### src/hdl/ocr_pkg.sv
// Package for the output clock routing control block: offsets, resets, codes and types.
package ocr_pkg;

   // Register byte offsets.
   localparam logic [7:0] OCR_RSVD_A_OFS  = 8'h22;
   localparam logic [7:0] OCR_OUTSEL_OFS  = 8'h23;
   localparam logic [7:0] OCR_PWRDIV_OFS  = 8'h24;

   // Reset values; unused bit 4 of power_freerun_divsel resets to one.
   localparam logic [7:0] OCR_RSVD_A_RST  = 8'h84;
   localparam logic [7:0] OCR_OUTSEL_RST  = 8'h8D;
   localparam logic [7:0] OCR_PWRDIV_RST  = 8'h9B;
   localparam logic [7:0] OCR_UNMAPPED_RD = 8'h00;

   // Field positions in output_source_select.
   localparam int OCR_THIRD_SEL_LSB  = 6;
   localparam int OCR_SECOND_SEL_LSB = 4;
   localparam int OCR_FIRST_SEL_LSB  = 2;
   localparam int OCR_DIVIDER_ONE_SEL_LSB = 0;

   // Field positions in power_freerun_divsel.
   localparam int OCR_PDN_BIT        = 7;
   localparam int OCR_REF_FREE_BIT   = 6;
   localparam int OCR_BOTH_FREE_BIT  = 5;
   localparam int OCR_FIRST_STOP_BIT = 3;
   localparam int OCR_PIN_EN_BIT     = 2;
   localparam int OCR_DIVIDER_FOUR_SEL_LSB = 0;

   // Output selector codes.
   localparam logic [1:0] OCR_OUT_DIVIDER_THREE = 2'h0;
   localparam logic [1:0] OCR_OUT_DIVIDER_FIVE  = 2'h1;
   localparam logic [1:0] OCR_OUT_DIVIDER_ONE   = 2'h2;
   localparam logic [1:0] OCR_OUT_RTC    = 2'h3;

   // Divider one source codes (upper bit set selects the seed).
   localparam logic [1:0] OCR_D1_PLL1    = 2'h0;
   localparam logic [1:0] OCR_D1_REF     = 2'h1;

   // Configuration seen by the clock gating logic.
   typedef struct packed {
      logic [1:0] third_sel;
      logic [1:0] second_sel;
      logic [1:0] first_sel;
      logic [1:0] divider_one_sel;
      logic       chip_power_down_n;
      logic       ref_free_run;
      logic       both_free_run;
      logic       first_output_stoppable;
      logic       enable_pin_function_enable;
      logic [1:0] divider_four_sel;
   } ocr_cfg_t;

endpackage : ocr_pkg

### src/hdl/ocr_ctrl.sv
// Output clock routing control: byte registers, source selection and output gating.
// Operation
// - Two-bit selector picks each output's source.
// - Output selectors reset to 10, 00, 11.
// - Divider one source field, resets to 01.
// - Chip power-down bit, low powers down.
// - Reference free-run bit, resets to stop.
// - Free-run configuration for third, stop enable for first.
// - Output-enable pin function enable, reset off.
// - Divider four source field, resets to 11.
// - Register 22h reserved with given resets.
`timescale 1ns/1ps
module ocr_ctrl (
   // Clock and reset
   input  wire  logic             ref_clk,
   input  wire  logic             nrst,
   // Byte register port from the serial engine
   input  wire  logic [7:0]       reg_addr,
   input  wire  logic [7:0]       reg_wdata,
   input  wire  logic             reg_wr,
   input  wire  logic             reg_rd,
   output logic       [7:0]       reg_rdata,
   // Clock sources
   input  wire  logic             pll1_clk,
   input  wire  logic             ref_in_clk,
   input  wire  logic             divider_four_seed_out,
   input  wire  logic             pll_two_channel_two,
   input  wire  logic             pll_three_channel_two,
   input  wire  logic             divider_three_seed,
   input  wire  logic             divider_five_seed,
   input  wire  logic             divider_one,
   input  wire  logic             divider_three,
   input  wire  logic             divider_five,
   input  wire  logic             low_power_rtc_clock,
   // Pins
   input  wire  logic             oe2_pin,
   input  wire  logic             oe3_pin,
   input  wire  logic             stop_req_pin,
   // Divider source clocks
   output wire  logic             divider_one_src,
   output wire  logic             divider_four_src,
   // Output clocks
   output wire  logic             first_output,
   output wire  logic             second_output,
   output wire  logic             third_output,
   // Configuration
   output ocr_pkg::ocr_cfg_t      cfg,
   output wire  logic             chip_power_down_n
);
   import ocr_pkg::*;

   logic [7:0] rsvd_a_reg;
   logic [7:0] outsel_reg;
   logic [7:0] pwrdiv_reg;
   logic [2:0] sync1_reg;
   logic [2:0] sync2_reg;
   logic       en1_reg;
   logic       en2_reg;
   logic       en3_reg;
   logic [7:0] rdata_next;
   logic       en1_next;
   logic       en2_next;
   logic       en3_next;

   wire logic hit_rsvd;
   wire logic hit_outsel;
   wire logic hit_pwrdiv;
   wire logic oe2_s;
   wire logic oe3_s;
   wire logic stop_s;
   wire logic ref_on_divider_one;
   wire logic second_is_ref;
   wire logic third_is_ref;
   wire logic first_src;
   wire logic second_src;
   wire logic third_src;

   assign hit_rsvd   = reg_addr == OCR_RSVD_A_OFS;
   assign hit_outsel = reg_addr == OCR_OUTSEL_OFS;
   assign hit_pwrdiv = reg_addr == OCR_PWRDIV_OFS;

   // Reserved register is stored so that read-modify-write by the host round-trips.
   // reserved register
   always_ff @(posedge ref_clk or negedge nrst) begin
      if (!nrst) begin
         rsvd_a_reg <= OCR_RSVD_A_RST;
      end else if (reg_wr && hit_rsvd) begin
         rsvd_a_reg <= reg_wdata;
      end
   end

   always_ff @(posedge ref_clk or negedge nrst) begin
      if (!nrst) begin
         outsel_reg <= OCR_OUTSEL_RST;
      end else if (reg_wr && hit_outsel) begin
         outsel_reg <= reg_wdata;
      end
   end

   always_ff @(posedge ref_clk or negedge nrst) begin
      if (!nrst) begin
         pwrdiv_reg <= OCR_PWRDIV_RST;
      end else if (reg_wr && hit_pwrdiv) begin
         pwrdiv_reg <= reg_wdata;
      end
   end

   always_comb begin
      if (hit_rsvd) begin
         rdata_next = rsvd_a_reg;
      end else if (hit_outsel) begin
         rdata_next = outsel_reg;
      end else if (hit_pwrdiv) begin
         rdata_next = pwrdiv_reg;
      end else begin
         rdata_next = OCR_UNMAPPED_RD;
      end
   end

   always_ff @(posedge ref_clk or negedge nrst) begin
      if (!nrst) begin
         reg_rdata <= OCR_UNMAPPED_RD;
      end else if (reg_rd) begin
         reg_rdata <= rdata_next;
      end
   end

   assign cfg.third_sel                  = outsel_reg[OCR_THIRD_SEL_LSB +: 2];
   assign cfg.second_sel                 = outsel_reg[OCR_SECOND_SEL_LSB +: 2];
   assign cfg.first_sel                  = outsel_reg[OCR_FIRST_SEL_LSB +: 2];
   assign cfg.divider_one_sel            = outsel_reg[OCR_DIVIDER_ONE_SEL_LSB +: 2];
   assign cfg.chip_power_down_n          = pwrdiv_reg[OCR_PDN_BIT];
   assign cfg.ref_free_run               = pwrdiv_reg[OCR_REF_FREE_BIT];
   assign cfg.both_free_run              = pwrdiv_reg[OCR_BOTH_FREE_BIT];
   assign cfg.first_output_stoppable     = pwrdiv_reg[OCR_FIRST_STOP_BIT];
   assign cfg.enable_pin_function_enable = pwrdiv_reg[OCR_PIN_EN_BIT];
   assign cfg.divider_four_sel           = pwrdiv_reg[OCR_DIVIDER_FOUR_SEL_LSB +: 2];
   assign chip_power_down_n              = cfg.chip_power_down_n;

   // Pins are asynchronous; two stages before the gating logic reads them.
   always_ff @(posedge ref_clk or negedge nrst) begin
      if (!nrst) begin
         sync1_reg <= 3'h0;
         sync2_reg <= 3'h0;
      end else begin
         sync1_reg <= {stop_req_pin, oe3_pin, oe2_pin};
         sync2_reg <= sync1_reg;
      end
   end

   assign oe2_s  = sync2_reg[0];
   assign oe3_s  = sync2_reg[1];
   assign stop_s = sync2_reg[2];

   ocr_src_mux #(.W(1)) u_divider_one_mux (
      .sel  (cfg.divider_one_sel),
      .src0 (pll1_clk),
      .src1 (ref_in_clk),
      .src2 (divider_four_seed_out),
      .src3 (divider_four_seed_out),
      .out  (divider_one_src)
   );

   ocr_src_mux #(.W(1)) u_divider_four_mux (
      .sel  (cfg.divider_four_sel),
      .src0 (pll_two_channel_two),
      .src1 (pll_three_channel_two),
      .src2 (divider_three_seed),
      .src3 (divider_five_seed),
      .out  (divider_four_src)
   );

   ocr_src_mux #(.W(1)) u_first_mux (
      .sel  (cfg.first_sel),
      .src0 (divider_three),
      .src1 (divider_five),
      .src2 (divider_one),
      .src3 (low_power_rtc_clock),
      .out  (first_src)
   );
   ocr_src_mux #(.W(1)) u_second_mux (
      .sel  (cfg.second_sel),
      .src0 (divider_three),
      .src1 (divider_five),
      .src2 (divider_one),
      .src3 (low_power_rtc_clock),
      .out  (second_src)
   );
   ocr_src_mux #(.W(1)) u_third_mux (
      .sel  (cfg.third_sel),
      .src0 (divider_three),
      .src1 (divider_five),
      .src2 (divider_one),
      .src3 (low_power_rtc_clock),
      .out  (third_src)
   );

   assign ref_on_divider_one = cfg.divider_one_sel == OCR_D1_REF;
   assign second_is_ref      = ref_on_divider_one && (cfg.second_sel == OCR_OUT_DIVIDER_ONE);
   assign third_is_ref       = ref_on_divider_one && (cfg.third_sel == OCR_OUT_DIVIDER_ONE);

   // Enables change only on ref_clk edges; the output clocks are gated plainly,
   // so a slow ref_clk trades exact stop timing for a simple structure.
   always_comb begin
      en1_next = cfg.chip_power_down_n && !(stop_s && cfg.first_output_stoppable);
      en2_next = cfg.chip_power_down_n
                 && (!cfg.enable_pin_function_enable || oe2_s)
                 && !(second_is_ref && stop_s && !cfg.ref_free_run);
      en3_next = cfg.chip_power_down_n
                 && (!cfg.enable_pin_function_enable || oe3_s)
                 && !(stop_s && !cfg.both_free_run)
                 && !(third_is_ref && stop_s && !cfg.ref_free_run);
   end

   always_ff @(posedge ref_clk or negedge nrst) begin
      if (!nrst) begin
         en1_reg <= 1'b0;
         en2_reg <= 1'b0;
         en3_reg <= 1'b0;
      end else begin
         en1_reg <= en1_next;
         en2_reg <= en2_next;
         en3_reg <= en3_next;
      end
   end

   assign first_output  = first_src && en1_reg;
   assign second_output = second_src && en2_reg;
   assign third_output  = third_src && en3_reg;

   out_mux_a: assert property (@(posedge ref_clk) disable iff (!nrst)
      (cfg.second_sel == OCR_OUT_RTC) |-> (second_src == low_power_rtc_clock))
      else $error("second output not on low power clock");
   sel_reset_a: assert property (@(posedge ref_clk)
      $rose(nrst) |-> (outsel_reg == OCR_OUTSEL_RST))
      else $error("output selectors wrong after reset");
   seed_route_a: assert property (@(posedge ref_clk) disable iff (!nrst)
      cfg.divider_one_sel[1] |-> (divider_one_src == divider_four_seed_out))
      else $error("divider one not on seed");
   power_down_a: assert property (@(posedge ref_clk) disable iff (!nrst)
      (!cfg.chip_power_down_n [*2]) |-> !(en1_reg || en2_reg || en3_reg))
      else $error("output running in power down");
   ref_stop_a: assert property (@(posedge ref_clk) disable iff (!nrst)
      (second_is_ref && stop_s && !cfg.ref_free_run) |=> !en2_reg)
      else $error("reference not stopped on second output");
   third_free_a: assert property (@(posedge ref_clk) disable iff (!nrst)
      (stop_s && !cfg.both_free_run) |=> !en3_reg)
      else $error("third output not stopped");
   pin_func_a: assert property (@(posedge ref_clk) disable iff (!nrst)
      (cfg.enable_pin_function_enable && !oe2_s) |=> !en2_reg)
      else $error("second output ignores enable pin");
   four_route_a: assert property (@(posedge ref_clk) disable iff (!nrst)
      (cfg.divider_four_sel == 2'h2) |-> (divider_four_src == divider_three_seed))
      else $error("divider four not on divider three seed");
   rsvd_reset_a: assert property (@(posedge ref_clk)
      $rose(nrst) |-> (rsvd_a_reg == OCR_RSVD_A_RST && pwrdiv_reg == OCR_PWRDIV_RST))
      else $error("reserved or power register reset wrong");
   write_take_a: assert property (@(posedge ref_clk) disable iff (!nrst)
      (reg_wr && hit_outsel) |=> (outsel_reg == $past(reg_wdata)))
      else $error("output select write lost");

endmodule : ocr_ctrl

### src/hdl/ocr_src_mux.sv
// Four-way clock source selector.
`timescale 1ns/1ps
module ocr_src_mux #(
   parameter int W = 1
) (
   // Select code
   input  wire logic [1:0]   sel,
   // Sources
   input  wire logic [W-1:0] src0,
   input  wire logic [W-1:0] src1,
   input  wire logic [W-1:0] src2,
   input  wire logic [W-1:0] src3,
   // Selected source
   output wire logic [W-1:0] out
);
   wire logic [W-1:0] low_pick;
   wire logic [W-1:0] high_pick;

   assign low_pick  = sel[0] ? src1 : src0;
   assign high_pick = sel[0] ? src3 : src2;
   assign out       = sel[1] ? high_pick : low_pick;
endmodule : ocr_src_mux

### config.mk
export PLATFORM = sky130hd
export DESIGN_NAME = ocr_ctrl
export DESIGN_NICKNAME = d
export VERILOG_FILES = /design/src/hdl/ocr_pkg.sv /design/src/hdl/ocr_ctrl.sv /design/src/hdl/ocr_src_mux.sv
export SDC_FILE = /design/constraint.sdc
export NUM_CORES = 1
export LEC_CHECK = 0
export ABC_AREA = 1
export BUFFER_PORTS_ARGS = -buffer_cell sky130_fd_sc_hd__buf_2
export CORE_ASPECT_RATIO = 1.5
export CORE_MARGIN = 5
export CORE_UTILIZATION = 55
export DETAILED_ROUTE_END_ITERATION = 7
export PLACE_DENSITY_LB_ADDON = 0.15
export SYNTH_ARGS = -nofsm -noshare
export SYNTH_HDL_FRONTEND = slang
export SYNTH_SLANG_ARGS = --single-unit
### constraint.sdc
create_clock -name ref_clk -period 1.9 [get_ports ref_clk]
set_input_delay 0.19 -clock ref_clk [delete_from_list [all_inputs] [get_ports ref_clk]]
set_output_delay 0.19 -clock ref_clk [all_outputs]
set_load 0.02 [all_outputs]
==> summary.md <==
| Metric | Value |
|---|---|
| Synth-to-Final Area Change | 19.9% |
| CP max stage cell | dfstp_2 |
| Synthesized Nets | 286 |
| CTS tree | yes |
| Clock root cell | clkbuf_8 |
| Fin Hold WS | 0.110 ns |
| Critical path, cell by cell | o211ai_1 -> a21boi_0 -> buf_2 |
| Max-cap violations | 0 |
| Arrival @ worst endpoint | 1.43 ns |
| Place WS | 0.466 ns |
| CP max stage delay | 0.60 ns |
| Seq cells post-synth | 41 |
| Initial DRC Count | 34 |
| IO Pins | 63 |
| Final non-filler cell area | 2560 sq um |
| Worst EP required | 1.71 ns |
| Clock latency on the worst-skew pair | 0.30 ns |
| Clk pwr share | 0.371 |
| Setup CP Type | reg2out |
| Average wire per standard cell | 13.4 microns |
| H-Tree Depth | 2 |
| Cts bufs inserted | 5 |
| Share of cells above drive strength 1 | 0.312 |
| Worst vdd rail ir drop | 0.687 mV |
| CP Buf/Inv Count | 1 |
| Pin count of the biggest net entering global routing | 42 |
| Worst Setup EP | first_output |
| Via count of the first global-routing pass | 1752 |
| Worst Setup End Kind | primary output |
| Bufs on Longest Clock Path | 2 |
| GRT Total Usage | 0.203 |
| Unrepaired setup endpoints after global routing | false |
| Worst hold path type | in2reg |
| Post-CTS setup buffers | 0 |
| Leakage power | 1.41 nW |
| Synth cell types | 28 |
| Final setup margin | 0.281 ns |
| Placed cell areas | 2400 sq um |
| Synth Instances | 252 |
| FF-to-FF setup slack | 0.65 ns |
| Vias/cell | 5.07 |
| Top delay family on crit path | flip-flops |
| Reg-to-reg critical path endpoint | en3_reg |
| Worst-path clk slew | 0.08 ns |
| Psw | 0.479 mW |
| Final worst-path cycle share | 0.852 |
| Ys Warns | 0 |
| Sw frac | 0.255 |
| N_diodes | 0 |
| Die span in y | 86.3 microns |
| Status | finished, final reports clean |
| Hold Crit Start | reg_wdata[2] |
| Placeable core area | 3720 sq um |
| CP Launch Type | flip-flop |
| # rows | 27 |
| Initial Util | 0.574 |
| Final GP Congestion | 0.827 |
| Tmin final | 1.62 ns |
| FMAX | 618 MHz |
| DR pass1 iterations | 4 |
| DIE WIDTH | 60.8 microns |
| Clk sinks | 41 |
| Syn Area/Cell | 8.46 sq um |
| Sequential fraction of the synthesis area | 0.488 |
| Crit-path max FO | 7 |
| Grt ovf | 0 |
| Pins Over Slew Limit | 0 |
| DRT antenna net count | 0 |
| Worst Reg2Reg Path Length in Cells | 5 |
| First-pass GRT wire length | 7950 microns |
| Cell Pwr Density | 735 nW/um^2 |
| Fillers | 341 |
| R2R Path Start | outsel_reg[0] |
| Final hold violation count | 0 |
| Final nets | 347 |
| Worst slew pin tran | 0.481 ns |
| Setup TNS | 0 ns |
| Port Buffers | 62 |
| Internal power | 1.40 mW |
| Die area | 5250 sq um |
| Routed wire length | 4770 microns |
| Fin cells | 357 |
| Placed cells | 345 |
| Sequential share of power | 0.508 |
| Post-DP HPWL | 3600 microns |
| Critical path depth | 3 |
| Slew headroom | 0.679 |
| Cell Area, Synth | 2130 sq um |
| # setup viols final | 0 |
| Combinational power share | 0.120 |
| Drc violations | 0 |
| Initial antenna violation count | 0 |
| Worst setup path start | outsel_reg[2] |
| Via count | 1811 |
| Clock Skews | 0.00603 ns |
## worst min-delay path by stage
stage,endpoint,cells after the start
after global placement,sync1_reg[2],2
after global routing,rsvd_a_reg[2],3
after floorplan,en1_reg,0
after CTS,rsvd_a_reg[7],3
after detailed placement,sync1_reg[0],2
final,rsvd_a_reg[2],3
## synthesized netlist by cell type
library cell   n  area [sq um]
nand2_1       66           248
inv_1         38           143
nand3_1       32           160
dfrtp_1       30           751
o21ai_1       22           110
dfstp_2       11           289
buf_4          9          67.6
a21oi_1        5          25.0
nand2_2        5          31.3
o21ai_0        5          25.0
a21boi_0       4          30.0
nor2_8         3          60.1
o211ai_1       3          22.5
nand3_4        2          35.0
nor2_1         2          7.51
nor2_4         2          22.5
o21ai_2        2          17.5
a32oi_1        1          8.76
a41oi_1        1          8.76
buf_2          1          5.00
buf_6          1          11.3
buf_8          1          15.0
clkbuf_1       1          3.75
inv_2          1          3.75
nand2_4        1          11.3
nand3b_1       1          7.51
nor3_1         1          5.00
o31ai_1        1          7.51
## cell usage in the layout (no fill, tap or decap)
cell type / instances
clkinvlp_4: 1
clkinv_4: 1
nand3_1: 32
nor3_1: 1
bufinv_16: 1
dfrtp_1: 30
a32oi_1: 1
buf_2: 62
nand2_1: 66
o21ai_0: 5
nand2_2: 5
nand3_4: 2
a21oi_1: 5
o21ai_2: 2
a41oi_1: 1
o31ai_1: 1
dfstp_2: 11
inv_2: 1
o211ai_1: 3
nand2_4: 1
nor2_4: 2
buf_4: 1
dlygate4sd3_1: 4
clkbuf_8: 5
nand3b_1: 1
o21ai_1: 22
nor2_1: 2
nor2_8: 3
inv_1: 38
a21boi_0: 4
## what timing repair did
item	4_1_cts	5_1_grt
endpoints found under the hold margin	33	0
hold buffers	4	0
resized for setup	0	0
## stage by stage
step | util | power, mW
after floorplan | - | 1.10
after global placement | 0.646 | 1.19
after detailed placement | 0.646 | 1.19
after CTS | 0.688 | 1.90
after global routing | 0.688 | 1.97
final | 0.688 | 1.88
## routing by layer
metal,up-vias,global-route usage,part of all wire
met4,0,0.0730,0.016
met2,50,0.345,0.53
met3,8,0.0447,0.058
li1,921,-,-
met1,832,0.247,0.40
met5,-,0,0
## layout make-up
cell class,count,area [sq um],share of cell area
sequential,41,1040,0.407
multi-input combinational,159,843,0.330
timing repair buffer,67,358,0.140
inverter,39,146,0.0573
clock buffer,5,68.8,0.0269
tap,43,53.8,0.0210
clock inverter,3,46.3,0.0181
## kinds of logic after synthesis
group                  count (synthesis)  share of synthesized area
AOI/OAI and AO/OA                     44                      0.120
and+or+nand+nor                      115                      0.276
buffers and inverters                 52                      0.117
DFF                                   41                      0.488
## worst reg2reg max path, cell delays in order (launching register included)
cell and delay [ns]:
dfstp_2 0.58, inv_1 0.06, nor3_1 0.25, nand3b_1 0.12, nand2_1 0.08, a21oi_1 0.05
## power by group through the flow
stage          sequential (mW)  combinational [mW]  clock (mW)
3_5_place_dp             0.971               0.220           0
3_3_place_gp             0.969               0.217           0
5_1_grt                  0.961               0.253       0.755
6_report                 0.954               0.226       0.698
2_1_floorplan            0.973               0.124           0
4_1_cts                  0.955               0.229       0.714
Note: power is estimated with default switching activity, not from simulation.
